<file path="src/design/pit_consts.svh">
`ifndef PIT_CONSTS_SVH
`define PIT_CONSTS_SVH

// upper five address bits are fixed, the two low ones are a factory constant
`define PIT_ADDR_HI     5'h12
`define PIT_ADDR_LSB    2'h0
// leading five bits of a high-speed master code byte
`define PIT_MCODE_HI    5'h01
`define PIT_GCALL_ADDR  7'h00
`define PIT_TEN_BIT_HI  5'h1e
`define PIT_NO_REG_BYTE 8'hff
`define PIT_BITS        4'h8
`define PIT_CNT_ZERO    4'h0
`define PIT_CNT_ONE     4'h1
`define PIT_FIFO_DEPTH  8
`define PIT_FIFO_WIDTH  16

`endif

</file>
<file path="src/design/pit_pkg.sv">
package pit_pkg;

  typedef enum logic [2:0] {
    PIT_ST_IDLE   = 3'b000,
    PIT_ST_ADDR   = 3'b001,
    PIT_ST_ACK    = 3'b010,
    PIT_ST_WDATA  = 3'b011,
    PIT_ST_TX     = 3'b100,
    PIT_ST_RACK   = 3'b101,
    PIT_ST_IGNORE = 3'b110
  } pit_state_e;

  typedef logic [7:0] pit_byte_t;

endpackage

</file>
<file path="src/design/pit_target.sv">
// Operation
// answer 7-bit addresses only, ignore others
// own address 10010 plus factory low bits
// start is data fall while clock high
// seven address bits, then direction, compare
// change data only while clock low
// acknowledge matching address on ninth clock
// direction 0 writes, direction 1 reads
// eight data bits then receiver acknowledge
// stop is data rise while clock high
// unimplemented register reads return ff
// master code 00001xxx enters high speed
// repeated start follows master code
// stop leaves high speed mode
// repeated start keeps high speed mode
// same protocol at all supported rates
// undervoltage lockout holds registers at default
// oscillator enabled on bus access
// controller makes clock, device never drives it
// bus released while idle
// repeated start detected like start
// first write byte selects register pointer
// read uses pointer, ends on nack
`timescale 1ns/1ps
`default_nettype none
`include "pit_consts.svh"

module pit_target (
  input  wire logic               clk_sys_i,
  input  wire logic               reset_n_i,
  input  wire logic               uvlo_i,
  input  wire logic               scl_i,
  input  wire logic               sda_i,
  output logic                    sda_o,
  output logic                    sda_oe_n_o,
  output logic                    hs_mode_o,
  output logic                    osc_en_o,
  output logic                    regs_clear_o,
  output logic                    wr_valid_o,
  input  wire logic               wr_ready_i,
  output pit_pkg::pit_byte_t      wr_reg_o,
  output pit_pkg::pit_byte_t      wr_data_o,
  output pit_pkg::pit_byte_t      rd_addr_o,
  input  wire pit_pkg::pit_byte_t rd_data_i,
  input  wire logic               rd_hit_i,
  output logic                    rd_strobe_o,
  output logic                    overflow_o
);
  import pit_pkg::*;

  // synchronisers: the first stage feeds only the second
  logic scl_m_q;
  logic scl_s_q;
  logic scl_p_q;
  logic sda_m_q;
  logic sda_s_q;
  logic sda_p_q;
  logic uvlo_m_q;
  logic uvlo_s_q;
  logic rst;

  always_ff @(posedge clk_sys_i) begin
    if (!reset_n_i) begin
      uvlo_m_q <= 1'b1;
      uvlo_s_q <= 1'b1;
    end else begin
      uvlo_m_q <= uvlo_i;
      uvlo_s_q <= uvlo_m_q;
    end
  end

  // lockout acts as a reset so every register except the queue memory sits at its default
  assign rst          = !reset_n_i || uvlo_s_q;
  assign regs_clear_o = rst;

  always_ff @(posedge clk_sys_i) begin
    if (rst) begin
      scl_m_q <= 1'b1;
      scl_s_q <= 1'b1;
      scl_p_q <= 1'b1;
      sda_m_q <= 1'b1;
      sda_s_q <= 1'b1;
      sda_p_q <= 1'b1;
    end else begin
      scl_m_q <= scl_i;
      scl_s_q <= scl_m_q;
      scl_p_q <= scl_s_q;
      sda_m_q <= sda_i;
      sda_s_q <= sda_m_q;
      sda_p_q <= sda_s_q;
    end
  end

  logic scl_rise;
  logic scl_fall;
  logic start_det;
  logic stop_det;

  assign scl_rise  = scl_s_q && !scl_p_q;
  assign scl_fall  = !scl_s_q && scl_p_q;
  // a repeated start looks exactly like a start
  assign start_det = scl_s_q && scl_p_q && sda_p_q && !sda_s_q;
  assign stop_det  = scl_s_q && scl_p_q && !sda_p_q && sda_s_q;

  pit_state_e state_q;
  pit_state_e state_d;
  logic [3:0] cnt_q;
  logic [3:0] cnt_d;
  pit_byte_t  sh_q;
  pit_byte_t  sh_d;
  pit_byte_t  tx_q;
  pit_byte_t  tx_d;
  pit_byte_t  ptr_q;
  pit_byte_t  ptr_d;
  logic       drv_q;
  logic       drv_d;
  logic       rd_q;
  logic       rd_d;
  logic       first_q;
  logic       first_d;
  logic       hs_q;
  logic       hs_d;
  logic       osc_q;
  logic       osc_d;
  logic       rdstb_q;
  logic       rdstb_d;
  logic       ovf_q;
  logic       ovf_d;
  pit_byte_t  rd_byte;
  logic       addr_match;
  logic       mcode;
  logic       foreign;

  // write bytes queue here so a slow consumer can refuse with a nack
  logic       fifo_in_valid;
  logic       fifo_in_ready;
  logic [15:0] fifo_out;

  pit_fifo #(
    .WIDTH (`PIT_FIFO_WIDTH),
    .DEPTH (`PIT_FIFO_DEPTH)
  ) u_fifo (
    .clk_sys_i   (clk_sys_i),
    .rst_i       (rst),
    .in_valid_i  (fifo_in_valid),
    .in_ready_o  (fifo_in_ready),
    .in_data_i   ({ptr_q, sh_q}),
    .out_valid_o (wr_valid_o),
    .out_ready_i (wr_ready_i),
    .out_data_o  (fifo_out)
  );

  assign wr_reg_o  = fifo_out[15:8];
  assign wr_data_o = fifo_out[7:0];

  assign rd_byte = rd_hit_i ? rd_data_i : `PIT_NO_REG_BYTE;
  assign addr_match = (sh_q[7:1] == {`PIT_ADDR_HI, `PIT_ADDR_LSB});
  assign mcode   = (sh_q[7:3] == `PIT_MCODE_HI);
  // general call and ten-bit headers never match; kept explicit
  assign foreign = (sh_q[7:1] == `PIT_GCALL_ADDR) ||
                   (sh_q[7:3] == `PIT_TEN_BIT_HI);

  assign fifo_in_valid = (state_q == PIT_ST_WDATA) && scl_fall &&
                         (cnt_q == `PIT_BITS) && !first_q && !start_det &&
                         !stop_det;

  always_comb begin
    state_d = state_q;
    cnt_d   = cnt_q;
    sh_d    = sh_q;
    tx_d    = tx_q;
    ptr_d   = ptr_q;
    drv_d   = drv_q;
    rd_d    = rd_q;
    first_d = first_q;
    hs_d    = hs_q;
    osc_d   = osc_q;
    rdstb_d = 1'b0;
    ovf_d   = 1'b0;
    if (start_det) begin
      state_d = PIT_ST_ADDR;
      cnt_d   = `PIT_CNT_ZERO;
      drv_d   = 1'b0;
      osc_d   = 1'b1;
      // high-speed settings survive a repeated start
      hs_d    = hs_q;
    end else if (stop_det) begin
      state_d = PIT_ST_IDLE;
      drv_d   = 1'b0;
      hs_d    = 1'b0;
      osc_d   = 1'b0;
    end else begin
      unique case (state_q)
        PIT_ST_IDLE: begin
          drv_d = 1'b0;
        end
        PIT_ST_ADDR, PIT_ST_WDATA: begin
          // sample on the rising clock, data is stable while high
          if (scl_rise) begin
            sh_d  = {sh_q[6:0], sda_s_q};
            cnt_d = cnt_q + `PIT_CNT_ONE;
          end else if (scl_fall && cnt_q == `PIT_BITS) begin
            cnt_d = `PIT_CNT_ZERO;
            if (state_q == PIT_ST_ADDR) begin
              if (!hs_q && mcode) begin
                // master code is never acknowledged
                hs_d    = 1'b1;
                state_d = PIT_ST_IGNORE;
              end else if (addr_match && !foreign) begin
                drv_d   = 1'b1;
                rd_d    = sh_q[0];
                first_d = !sh_q[0];
                state_d = PIT_ST_ACK;
              end else begin
                state_d = PIT_ST_IGNORE;
              end
            end else if (first_q) begin
              ptr_d   = sh_q;
              first_d = 1'b0;
              drv_d   = 1'b1;
              state_d = PIT_ST_ACK;
            end else if (fifo_in_ready) begin
              drv_d   = 1'b1;
              state_d = PIT_ST_ACK;
            end else begin
              ovf_d   = 1'b1;
              state_d = PIT_ST_IGNORE;
            end
          end
        end
        PIT_ST_ACK: begin
          // acknowledge is held through the whole ninth high phase
          if (scl_fall) begin
            cnt_d = `PIT_CNT_ZERO;
            if (rd_q) begin
              tx_d    = rd_byte;
              drv_d   = !rd_byte[7];
              rdstb_d = 1'b1;
              state_d = PIT_ST_TX;
            end else begin
              drv_d   = 1'b0;
              state_d = PIT_ST_WDATA;
            end
          end
        end
        PIT_ST_TX: begin
          if (scl_rise) begin
            cnt_d = cnt_q + `PIT_CNT_ONE;
          end else if (scl_fall) begin
            if (cnt_q == `PIT_BITS) begin
              drv_d   = 1'b0;
              state_d = PIT_ST_RACK;
            end else begin
              tx_d  = {tx_q[6:0], 1'b0};
              drv_d = !tx_q[6];
            end
          end
        end
        PIT_ST_RACK: begin
          if (scl_rise) begin
            if (sda_s_q) begin
              state_d = PIT_ST_IGNORE;
            end else begin
              state_d = PIT_ST_ACK;
            end
          end
        end
        PIT_ST_IGNORE: begin
          drv_d = 1'b0;
        end
        default: begin
          state_d = PIT_ST_IDLE;
          drv_d   = 1'b0;
        end
      endcase
    end
  end

  always_ff @(posedge clk_sys_i) begin
    if (rst) begin
      state_q <= PIT_ST_IDLE;
      cnt_q   <= `PIT_CNT_ZERO;
      sh_q    <= '0;
      tx_q    <= '0;
      ptr_q   <= '0;
      drv_q   <= 1'b0;
      rd_q    <= 1'b0;
      first_q <= 1'b0;
      hs_q    <= 1'b0;
      osc_q   <= 1'b0;
      rdstb_q <= 1'b0;
      ovf_q   <= 1'b0;
    end else begin
      state_q <= state_d;
      cnt_q   <= cnt_d;
      sh_q    <= sh_d;
      tx_q    <= tx_d;
      ptr_q   <= ptr_d;
      drv_q   <= drv_d;
      rd_q    <= rd_d;
      first_q <= first_d;
      hs_q    <= hs_d;
      osc_q   <= osc_d;
      rdstb_q <= rdstb_d;
      ovf_q   <= ovf_d;
    end
  end

  // open drain: only ever pulls low, the clock pin is input only
  assign sda_o       = 1'b0;
  assign sda_oe_n_o  = !drv_q;
  assign hs_mode_o   = hs_q;
  assign osc_en_o    = osc_q;
  assign rd_addr_o   = ptr_q;
  assign rd_strobe_o = rdstb_q;
  assign overflow_o  = ovf_q;

endmodule

`default_nettype wire

</file>
<file path="src/design/pit_fifo.sv">
`timescale 1ns/1ps
`default_nettype none

module pit_fifo #(
  parameter int WIDTH = 16,
  parameter int DEPTH = 8
) (
  input  wire logic             clk_sys_i,
  input  wire logic             rst_i,
  input  wire logic             in_valid_i,
  output logic                  in_ready_o,
  input  wire logic [WIDTH-1:0] in_data_i,
  output logic                  out_valid_o,
  input  wire logic             out_ready_i,
  output logic [WIDTH-1:0]      out_data_o
);
  localparam int AW = $clog2(DEPTH);

  logic [WIDTH-1:0] mem_q [DEPTH];
  logic [AW-1:0]    wp_q;
  logic [AW-1:0]    wp_d;
  logic [AW-1:0]    rp_q;
  logic [AW-1:0]    rp_d;
  logic [AW:0]      cnt_q;
  logic [AW:0]      cnt_d;
  logic             push;
  logic             pop;

  assign in_ready_o  = (cnt_q != (AW+1)'(DEPTH));
  assign out_valid_o = (cnt_q != '0);
  assign out_data_o  = mem_q[rp_q];
  assign push        = in_valid_i & in_ready_o;
  assign pop         = out_valid_o & out_ready_i;

  always_comb begin
    wp_d  = wp_q;
    rp_d  = rp_q;
    cnt_d = cnt_q;
    if (push) begin
      wp_d = (wp_q == AW'(DEPTH - 1)) ? '0 : wp_q + AW'(1);
    end
    if (pop) begin
      rp_d = (rp_q == AW'(DEPTH - 1)) ? '0 : rp_q + AW'(1);
    end
    if (push && !pop) begin
      cnt_d = cnt_q + (AW+1)'(1);
    end else if (pop && !push) begin
      cnt_d = cnt_q - (AW+1)'(1);
    end
  end

  always_ff @(posedge clk_sys_i) begin
    if (rst_i) begin
      wp_q  <= '0;
      rp_q  <= '0;
      cnt_q <= '0;
    end else begin
      wp_q  <= wp_d;
      rp_q  <= rp_d;
      cnt_q <= cnt_d;
    end
    if (push) begin
      mem_q[wp_q] <= in_data_i;
    end
  end

endmodule

`default_nettype wire

</file>
<file path="config.mk">
export PLATFORM = sky130hd
export DESIGN_NAME = pit_target
export DESIGN_NICKNAME = d
export VERILOG_FILES = /design/src/design/pit_pkg.sv /design/src/design/pit_target.sv /design/src/design/pit_fifo.sv
export VERILOG_INCLUDE_DIRS = /design/src /design/src/design
export SDC_FILE = /design/constraint.sdc
export NUM_CORES = 1
export LEC_CHECK = 0
export BUFFER_PORTS_ARGS = -buffer_cell sky130_fd_sc_hd__buf_2
export CAP_MARGIN = 25
export CORE_MARGIN = 5
export CORE_UTILIZATION = 55
export DETAILED_ROUTE_END_ITERATION = 10
export GPL_ROUTABILITY_DRIVEN = 1
export PLACE_DENSITY = 0.83
export SETUP_SLACK_MARGIN = 0.02
export SLEW_MARGIN = 40
export SYNTH_ARGS = -nofsm -noshare
export SYNTH_HDL_FRONTEND = slang
export SYNTH_SLANG_ARGS = --single-unit
</file>
<file path="constraint.sdc">
create_clock -name clk_sys_i -period 5.4 [get_ports clk_sys_i]
set_input_delay 0.27 -clock clk_sys_i [delete_from_list [all_inputs] [get_ports clk_sys_i]]
set_output_delay 0.27 -clock clk_sys_i [all_outputs]
set_load 0.005 [all_outputs]
</file>
Word level (Yosys, flattened, before mapping)
Memory sizes are Yosys's and may differ from the RTL's. A register that Yosys moved wholly into a read port is not among the register bits.
Cells that the tools add are included.
Widths: inputs -> output; s select.
{ "word_totals": {"register_bits": 55, "ramBits": 128, "in_bits": 15, "out_inout_bits": 32, "elab_cells": 206, "memories": 1} }
{ "memory_table": {"columns": ["name", "depth", "word_bits", "rd", "rd_clocked_by_memory_dff", "write_ports", "line", "text"], "rows": [
  ["u_fifo.mem_q", 8, 16, 1, 1, 1, "pit_fifo.sv:19", "logic [WIDTH-1:0] mem_q [DEPTH];"]
]} }
{ "op_classes": {"addsub": 5, "eq_ne": 38, "n_mux": 63, "n_bitwise": 13, "n_reduce_logical": 62} }
{ "ops": {"columns": ["op", "n"], "rows": [
  ["$mux 3", 18],
  ["$mux 7", 5],
  ["$ne 4x4->1 const B", 8],
  ["$reduce_and 8->1", 4],
  ["$mux 1", 29],
  ["$mux 4", 6],
  ["$ne 2x2->1 const B", 11],
  ["$logic_and 1x1->1", 17],
  ["$logic_not 1->1", 16],
  ["$eq 3x3->1 const B", 5],
  ["$pmux 3 s5", 1],
  ["$pmux 7 s2", 1],
  ["$reduce_and 7->1", 2],
  ["$reduce_bool 2->1", 7],
  ["$pmux 4 s3", 1],
  ["$not 1->1", 11],
  ["$ne 3x3->1 const B", 3],
  ["$reduce_and 9->1", 1],
  ["$add 4x1->4 const B", 2],
  ["$mux 8", 1],
  ["$reduce_or 8->1", 1],
  ["$eq 7x7->1 const B", 1],
  ["$logic_not 7->1", 1],
  ["$add 3x1->3 const B", 2],
  ["21 further kinds", 27]
]} }

Logic depth before layout (Yosys ltp)
Gate-level depths: netlist of the first run.
{ "depth": {"depth_word": 12, "ltp_mapped": 16, "depth_no_buf": 14} }

Cells and area by module
A second synthesis of the first run with hierarchy kept.
{ "hier_totals": {"cells_unflattened": 518, "hier_area_um2": 7726.2} }
{ "by_module_without_submodules": {"columns": ["mod", "n_inst", "cells_per_inst", "area_each_um2", "seq_area_each_um2"], "rows": [
  ["pit_fifo", 1, 260, 5569.1, 4103.9],
  ["pit_target", 1, 258, 2157.1, 900.9]
]} }

Worst setup path after synthesis of the first run
OpenSTA, ideal clock, no wires.
{ "synth_timing": {"kind": "flip-flop to flip-flop", "from": "register cnt_q[0]", "to": "memory u_fifo.mem_q[4][0], enable pin", "setup_time_ps": 436, "arrival_time_ps": 3315, "required_time_ps": 4964, "slack_ps": 1648, "stages_incl_launch_ff": 9, "n_path_buf": 2, "period_less_slack_ps": 3752, "cell_sequence": "dfxtp_1 inv_1 ha_1 and3b_1 buf_4 nand4_1 or4_1 buf_6 nor4b_1"} }
{ "synth_via": {"elab_chain_cells": 8} }
{ "synth_lines": {"columns": ["item", "line", "text"], "rows": [
  ["from (decl)", "pit_target.sv:107", "logic [3:0] cnt_q;"],
  ["from (signal assigned)", "pit_target.sv:282", "cnt_q <= `PIT_CNT_ZERO;"],
  ["from (signal assigned)", "pit_target.sv:295", "cnt_q <= cnt_d;"],
  ["$eq 4x4->1 (no source line)", null, null],
  ["$logic_and 1x1->1 (4 in series)", "pit_target.sv:163", "assign fifo_in_valid = (state_q == PIT_ST_WDATA) && scl_fall &&"],
  ["$and 1x1->1", "pit_fifo.sv:32", "assign push = in_valid_i & in_ready_o;"],
  ["$mux 1", "pit_fifo.sv:62", "if (push) begin"],
  ["$mux 1 (implied by the code)", "pit_fifo.sv:63", "mem_q[wp_q] <= in_data_i;"],
  ["to (decl)", "pit_fifo.sv:19", null]
]} }
Every way passes these cells.

Final worst setup path of the first run
{ "layout_timing": {"from": "register state_q[0]", "to": "register u_fifo.cnt_q[3]"} }
{ "layout_via": {"elab_chain_cells": 10, "elab_cells_between_ends": 12, "classes_between": "1 x eq/ne; 1 x mux; 1 x bitwise; 9 x reduce/logical"} }
{ "layout_lines": {"columns": ["item", "line", "text"], "rows": [
  ["from (decl)", "pit_target.sv:105", "pit_state_e state_q;"],
  ["from (signal assigned)", "pit_target.sv:294", "state_q <= state_d;"],
  ["$eq 3x2->1 (*)", "pit_target.sv:163", null],
  ["$logic_and 1x1->1 (*) (5 in series)", "pit_target.sv:163", null],
  ["$and 1x1->1 (*)", "pit_fifo.sv:32", null],
  ["via u_fifo.push", "pit_fifo.sv:26", "logic push;"],
  ["$logic_not 1->1", "pit_fifo.sv:47", "end else if (pop && !push) begin"],
  ["$logic_and 1x1->1", "pit_fifo.sv:47", null],
  ["$reduce_bool 2->1 (no source line)", null, null],
  ["to (signal assigned)", "pit_fifo.sv:60", "cnt_q <= cnt_d;"],
  ["to (decl)", "pit_fifo.sv:24", "logic [AW:0] cnt_q;"]
]} }
The timed path passes the listed nets; every way through them passes the cells marked *.
A chain may end at the register's enable or synchronous reset.

==> metrics.md, run 1 <==
| Metric | Value |
|---|---|
| Mapped Cells | `508` |
| Maximum clock path buffer count | `2` |
| Top-level port count | `47` |
| Number of global-route vias before repair | `4507` |
| Worst Hold Class | `in2reg` |
| RSZ-0062 raised after global routing | `no` |
| Post-synth EDFFs | `128` |
| Final net count | `586` |
| Overflow after GRT | `0` |
| Hold path endpoint | `scl_m_q` |
| Clk pwr share | `42.2%` |
| First-pass GRT wire length | `23.6 mm` |
| Rel. slew slack | `50.9%` |
| Largest family of logic cells by synthesized area | `multiplexers` |
| FF+latch count, synth | `186` |
| Reg2reg path depth | `12` |
| Static leakage | `2.90 nW` |
| Hold path start | `scl_i` |
| Switching Fraction | `19.5%` |
| Clock Skew | `0.0119 ns` |
| Number of cells on the worst hold path | `2` |
| Final worst path period share | `64.1%` |
| Count of different cell masters after synthesis | `52` |
| Worst IR Drop VDD | `275 uV` |
| Xor and xnor fraction of the mapped netlist area | `0.465%` |
| Worst Tran Pin Value | `0.735 ns` |
| Via density | `5.81` |
| Total internal power | `2.12 mW` |
| Gr usage total | `19.0%` |
| Post-Synth Adder-Cell Area | `1.76%` |
| Global placement routability congestion | `0.932` |
| Antenna violations before repair | `0` |
| Reg2reg setup slack | `1.94 ns` |
| Worst-Skew Late Latency | `0.42 ns` |
| Simple-gate share of the synthesized area | `9.59%` |
| Post-synthesis compound-gate area fraction | `5.07%` |
| Clock slew at the register clock pins of the worst setup and hold paths | `0.06 ns` |
| 1st-pass router iterations | `4` |
| Max-cap violations | `0` |
| Largest net degree at the start of global routing | `39` |
| CP arrival | `3.81 ns` |
| FILL cells | `964` |
| Antenna diodes | `0` |
| Die ar. | `16100 sq um` |
| Setup_tns | `0 ns` |
| Crit. End Element | `flop` |
| Inserted Clock Buffers | `17` |
| Min Tclk post-route | `3.46 ns` |
| Mapped cell area | `7530 sq um` |
| Sequential area share after synthesis | `66.5%` |
| H-Tree Depth | `4` |
| Mean Syn Cell Area | `14.8 sq um` |
| DR iter-0 viols | `305` |
| Starting density of the core | `56.4%` |
| CTS Sinks | `186` |
| Sequential Power Share | `57.2%` |
| Hold buffers post-CTS | `0` |
| Final Setup Violations | `0` |
| Async SR Flop Fraction | `0%` |
| Place WS | `1.97 ns` |
| Via count | `4361` |
| Worst Setup Path Type | `reg2reg` |
| Outcome | `completed` |
| Synth warnings | `0` |
| Total Wirelength | `14.5 mm` |
| Share of cells above drive strength 1 | `25.6%` |
| Fin area | `8530 sq um` |
| Core footprint | `13300 sq um` |
| Post-DP Area | `8000 sq um` |
| Hold_ws | `0.0377 ns` |
| DRC violations left | `0` |
| Net Sw Power | `512 uW` |
| # rows | `42` |
| CTS root buf | `clkbuf_16` |
| Syn nets | `533` |
| Mux cell area share after synthesis | `14.6%` |
| Max Fclk | `289 MHz` |
| Part of the power in combinational logic | `0.6%` |
| Req. time, crit path | `5.75 ns` |
| Fin. Hold Viols | `0` |
| Chip width | `127 um` |
| Crit start category | `flop` |
| Critical path peak fanout | `15` |
| CTS tree | `done` |
| DR WL/cell | `19.3 um` |
| Final WS setup | `1.94 ns` |
| Die H | `127 um` |
| Post-CTS setup buffer count | `0` |
| Area delta synth->final | `13.3%` |
| Power per cell area | `308 nW/um^2` |
| CTS resizes | `0` |
| Fin. max-slew vios | `0` |
| Remaining antenna violation count | `0` |
| Reg-to-Reg Start | `state_q[0]` |
| Reg2reg end | `u_fifo.cnt_q[3]` |
| Post-DP HPWL | `9.14 mm` |
| Synth Flop Type | `edfxtp_1` |
| PortBufs | `45` |
[layout by cell type (no fill, tap or decap), drive strengths merged, types with 13 or more instances in the layout]
cell,netlist,layout
nand2,43,43
nand2b,13,13
inv,13,16
dfxtp,58,58
mux2,16,16
mux2i,20,20
buf,8,56
edfxtp,128,128
a21oi,26,26
nor2,32,32
mux4,32,32
o21ai,14,14
clkbuf,14,23
[area by class of cell]
| class | instances | area (sq um) | share of cell area [%] |
|---|---|---|---|
| Clock inverter | 9 | 67.6 | 0.792 |
| Multi-Input combinational cell | 287 | 2420 | 28.4 |
| Tap cell | 176 | 220 | 2.58 |
| Clock buffer | 23 | 458 | 5.37 |
| Inverter | 13 | 48.8 | 0.572 |
| Sequential cell | 186 | 5010 | 58.7 |
| Timing Repair Buffer | 56 | 308 | 3.61 |
[state kept, by name (all words and copies together), names as in the netlist, named ones only]
| register | flops |
|---|---|
| cnt_q | 4 |
| drv_q | 1 |
| first_q | 1 |
| hs_mode_o | 1 |
| osc_en_o | 1 |
| overflow_o | 1 |
| rd_addr_o | 8 |
| rd_q | 1 |
| rd_strobe_o | 1 |
| scl_m_q | 1 |
| scl_p_q | 1 |
| scl_s_q | 1 |
| sda_m_q | 1 |
| sda_p_q | 1 |
| sda_s_q | 1 |
| sh_q | 8 |
| state_q | 3 |
| tx_q | 7 |
| u_fifo.cnt_q | 4 |
| u_fifo.mem_q | 128 |
| u_fifo.rp_q | 3 |
| u_fifo.wp_q | 3 |
| uvlo_m_q | 1 |
| uvlo_s_q | 1 |
[Yosys cell counts, types with 2 or more instances]
cell type | number | area [sq um]
a21o_1 | 2 | 15.0
a21oi_1 | 26 | 130
and2b_1 | 2 | 15.0
and3_1 | 2 | 12.5
buf_1 | 2 | 7.51
buf_2 | 3 | 15.0
buf_4 | 2 | 15.0
clkbuf_1 | 14 | 52.6
dfxtp_1 | 58 | 1160
edfxtp_1 | 128 | 3840
ha_1 | 9 | 113
inv_1 | 13 | 48.8
mux2_2 | 16 | 180
mux2i_1 | 20 | 200
mux4_2 | 32 | 721
nand2_1 | 43 | 161
nand2b_1 | 13 | 81.3
nand3_1 | 7 | 35.0
nand4_1 | 3 | 18.8
nand4b_1 | 2 | 17.5
nor2_1 | 32 | 120
nor2b_1 | 10 | 62.6
nor3_1 | 10 | 50.1
nor3b_1 | 3 | 22.5
nor4_1 | 3 | 18.8
nor4b_1 | 3 | 26.3
o211a_1 | 3 | 30.0
o211ai_1 | 3 | 22.5
o21ai_0 | 14 | 70.1
o22ai_1 | 2 | 12.5
or3_1 | 4 | 25.0
or4_1 | 2 | 15.0
xnor2_1 | 2 | 17.5
xor2_1 | 2 | 17.5
[cell families after synthesis]
logic type,Yosys count
xor+xnor,4
fa+ha+maj,10
compound gates,60
other cells,1
buf+inv,35
simple gates,144
mux,68
flops,186
[power by group through the flow]
stage	Combinational (mW)	Clock, mW	Sequential (mW)
detailed placement	0.0149	0	1.54
global route	0.0168	1.20	1.50
floorplan	0.00784	0	1.54
global placement	0.0142	0	1.54
finish	0.0149	1.11	1.50
CTS	0.0149	1.13	1.50
[critical path: stages (launching register included)]
cell	delay, ns
dfxtp_1	0.59
and2b_1	0.27
nand4_1	0.11
or4_1	0.76
inv_1	0.13
ha_1	0.20
inv_1	0.11
ha_1	0.30
a21o_1	0.17
a21oi_1	0.18
xnor2_1	0.10
or3_1	0.31
a21oi_1	0.15
[worst max-delay path by stage]
| stage | start | end | slack (ns) | cells past startpoint |
|---|---|---|---|---|
| after global routing | state_q[0] | u_fifo.cnt_q[3] | 1.72 | 12 |
| final | state_q[0] | u_fifo.cnt_q[3] | 1.94 | 12 |
| after CTS | cnt_q[0] | u_fifo.cnt_q[3] | 1.97 | 14 |
| after floorplan | cnt_q[0] | u_fifo.mem_q[4][0] | 1.65 | 8 |
| after detailed placement | cnt_q[0] | u_fifo.cnt_q[3] | 1.97 | 14 |
| after global placement | state_q[0] | u_fifo.cnt_q[3] | 2.16 | 12 |
[layer usage]
layer	share of wire (%)	track usage [%]	routed length (um)	vias up
met5	0	0	0	-
li1	-	-	-	2018
met3	6.3	5.26	909	11
met1	40	23.7	5860	2174
met4	0.68	4.48	99	0
met2	53	33.2	7630	158
[stage by stage]
step | power, mW | util [%] | std cells
after CTS | 2.65 | 63.9 | 750
after global placement | 1.55 | 59.9 | 718
after floorplan | 1.54 | - | 508
after global routing | 2.72 | 63.9 | 750
after detailed placement | 1.55 | 59.9 | 718
final | 2.63 | 63.9 | 750
No activity file was read; power rests on OpenSTA's default activity.
==> run 2, diff against run 1 <==
ABC_AREA = 1   (was default)
clock period = 3.26 ns   (was 5.4 ns; I/O delays follow)
==> metrics.md, run 2 <==
| Metric | Value |
|---|---|
| Mapped Cells | `763 (+50%)` |
| Max incr delay on CP | `0.36 ns (-0.40 ns)` |
| PortBufs | `45 (unchanged)` |
| Layout Utilization | `63.5% (-0.43 points)` |
| Commonest cells post-synth | `157 x nor2_1, 134 x nand2_1, 128 x edfxtp_1` |
| Worst Setup Path Type | `reg2reg` |
| Crit. End Element | `flop` |
| Share of the synthesized area in the top cell type | `49.5% (-1.5 points)` |
| Die H | `129 um (+1.4%)` |
| Crit start category | `flop` |
| Global placement routability congestion | `0.947 (+1.6%)` |
| Top reg by flops | `u_fifo.mem_q` |
| Maximum clock path buffer count | `2 (unchanged)` |
| Max reg flops | `128 (unchanged)` |
| 1st-pass router iterations | `5 (+1)` |
| CTS root buf | `clkbuf_16` |
| Chip width | `129 um (+1.4%)` |
| Total Wirelength | `16.7 mm (+15%)` |
| Final worst path period share | `82.2% (+18 points)` |
| H-Tree Depth | `4 (unchanged)` |
| Post-synthesis compound-gate area fraction | `10.6% (+5.6 points)` |
| Count of different cell masters after synthesis | `40 (-23%)` |
| Clock slew at the register clock pins of the worst setup and hold paths | `0.07 ns (about the same)` |
| Share of cells above drive strength 1 | `15.1% (-10 points)` |
| Xor and xnor fraction of the mapped netlist area | `0.226% (-0.24 points)` |
| Mux cell area share after synthesis | `0% (-15 points)` |
| Overflow after GRT | `0 (unchanged)` |
| First-pass GRT wire length | `27.5 mm (+16%)` |
| DR WL/cell | `16.6 um (-14%)` |
| Async SR Flop Fraction | `0% (unchanged)` |
| CTS tree | `done` |
| Rel. slew slack | `52.1% (+1.2 points)` |
| Post-route insts no fill | `1006 (+34%)` |
| Mapped cell area | `7760 sq um (+3.1%)` |
| Worst Hold Class | `in2reg` |
| Fin. Hold Viols | `0 (unchanged)` |
| Post-synth EDFFs | `128 (unchanged)` |
| Remaining antenna violation count | `0 (unchanged)` |
| Antenna diodes | `0 (unchanged)` |
| Starting density of the core | `55.9% (-0.49 points)` |
| Outcome | `completed` |
| Core footprint | `13900 sq um (+4.0%)` |
| Synth warnings | `0 (unchanged)` |
| CP bufs+invs | `4 (+2)` |
| Worst IR Drop VDD | `365 uV (+33%)` |
| Via density | `5.59 (-3.9%)` |
| Critical-path cell list | `inv_1 -> ha_1 -> nand2_1 -> nor2_2 -> nand3_2 -> inv_2 -> nand3_2 -> inv_1 -> ha_1 -> inv_1 -> ha_1 -> a21oi_1 -> nand2_1 -> o21ai_0 -> nand2_1 -> nand2_1 -> nor2_1` |
| Sequential area share after synthesis | `64.5% (-2.0 points)` |
| DRC violations left | `0 (unchanged)` |
| DR iter-0 viols | `515 (+69%)` |
| Worst-Skew Late Latency | `0.43 ns (about the same)` |
| Crit-path most repeated cell | `nand2_1` |
| CTS Sinks | `186 (unchanged)` |
| Req. time, crit path | `3.59 ns (-2.16 ns)` |
| Synth area leaders | `edfxtp_1 50%, dfxtp_1 15%, nor2_1 7.6%` |
| Most common cell after layout, fill and taps aside | `nor2_1` |
| Top-count cell post-synth | `nor2_1` |
| Post-CTS setup buffer count | `0 (unchanged)` |
| Max Fclk | `373 MHz (+29%)` |
| Fin. max-slew vios | `0 (unchanged)` |
| Post-DP HPWL | `10.2 mm (+11%)` |
| Critical path peak fanout | `6 (-9)` |
| Final WS setup | `0.581 ns (-1.36 ns)` |
| Max-cap violations | `0 (unchanged)` |
| Clock Skew | `0.0157 ns (+0.00384 ns)` |
| # rows | `43 (+2.4%)` |
| Syn nets | `788 (+48%)` |
| Mean Syn Cell Area | `10.2 sq um (-31%)` |
| Simple-gate share of the synthesized area | `18.6% (+9.0 points)` |
| Min Tclk post-route | `2.68 ns (-0.783 ns)` |
| Via count | `5621 (+29%)` |
| Die ar. | `16600 sq um (+2.8%)` |
| FF+latch count, synth | `186 (unchanged)` |
| Gr usage total | `21.3% (+2.3 points)` |
| Inserted Clock Buffers | `17 (unchanged)` |
| Final net count | `838 (+43%)` |
| Static leakage | `2.97 nW (+2.2%)` |
| Largest delay contributor family on the critical path | `simple AND/OR/NAND/NOR gates` |
| Antenna violations before repair | `0 (unchanged)` |
| Worst Tran Pin Value | `0.718 ns (-0.0175 ns)` |
| Power per cell area | `514 nW/um^2 (+67%)` |
| Synth area leader | `edfxtp_1` |
| Most frequent cells in the layout | `156 x nor2_1, 134 x nand2_1, 128 x edfxtp_1` |
| Largest family of logic cells by synthesized area | `simple AND/OR/NAND/NOR gates` |
| Top-level port count | `47 (unchanged)` |
| RSZ-0062 raised after global routing | `no` |
| Post-Synth Adder-Cell Area | `1.71% (-0.053 points)` |
| Largest net degree at the start of global routing | `65 (+67%)` |
| Area delta synth->final | `13.6%` |
| Place WS | `0.620 ns (-1.35 ns)` |
| Synth Flop Type | `edfxtp_1` |
| Number of global-route vias before repair | `5526 (+23%)` |
| Critical Path Slowest Stage Cell | `dfxtp_1` |
| Setup_tns | `0 ns (unchanged)` |
| CP arrival | `3.01 ns (-0.80 ns)` |
| Final Setup Violations | `0 (unchanged)` |
| Dpl cells | `971 (+35%)` |
-- run 2: changes by cell type after synthesis, moves of 13 or more --
cell,before,now
o32ai_1,0,32
nor2_1,32,157
mux2i_1,20,0
inv_1,13,43
nand2_1,43,134
mux2_2,16,0
mux4_2,32,0
nand2b_1,13,0
o21ai_0,14,66
-- run 2: where the power goes --
group	internal, mW	switching [mW]	total, mW	leakage, nW
clock	1.08	0.930	2.01	0.277
combinational	0.0143	0.0155	0.0298	1.34
sequential	2.49	0.000395	2.49	1.35
-- run 2: area by class of cell --
type                       instances  area (sq um)
clock buffer                      17           425
clock inverter                    15           159
inverter                          50           190
timing repair buffer              63           380
tap                              180           225
sequential                       186          5010
multi-input combinational        495          2430
fill                            1069          5060
-- run 2: routing by layer --
layer	vias up	part of all wire [%]	global-route usage, %
met1	2653	41	26.4
met2	224	51	37.3
met4	0	1.6	7.41
li1	2721	-	-
met5	-	0	0
met3	23	6.3	4.32
-- run 2: stage by stage --
step | cell area, sq um | power [mW] | hold slack [ns]
after floorplan | 7760 | 2.56 | 0.270
final | 8820 | 4.53 | 0.0416
after CTS | 8820 | 4.55 | 0.0304
after global placement | 8200 | 2.57 | 0.347
after detailed placement | 8200 | 2.57 | 0.350
after global routing | 8820 | 4.67 | 0.0477
-- run 2: worst paths after layout --
kind	start	end	slack, ns	cells after the start
worst max-delay path	cnt_q[0]	u_fifo.cnt_q[3]	0.58	17
worst max register to register	cnt_q[0]	u_fifo.cnt_q[3]	0.58	17
worst min register to register	uvlo_m_q	uvlo_s_q	0.41	1
worst min-delay path	reset_n_i	uvlo_s_q	0.04	3
-- run 2: cells by family after synthesis --
kind of cell    count (synthesis)
simple gates                  344
other cells                     1
xor+xnor                        2
compound gates                138
flops                         186
buf+inv                        82
fa+ha+maj                      10
-- run 2: repair_timing --
item,4_1_cts,5_1_grt
hold buffers,3,0
gates resized for setup,0,0
hold endpoints to repair,3,0
-- run 2: worst reg2reg max path: stages, from the launching register on --
cell,delay (ns)
dfxtp_1,0.36
inv_1,0.09
ha_1,0.14
nand2_1,0.06
nor2_2,0.20
nand3_2,0.18
inv_2,0.11
nand3_2,0.11
inv_1,0.13
ha_1,0.15
inv_1,0.10
ha_1,0.35
a21oi_1,0.14
nand2_1,0.07
o21ai_0,0.21
nand2_1,0.07
nand2_1,0.06
nor2_1,0.04
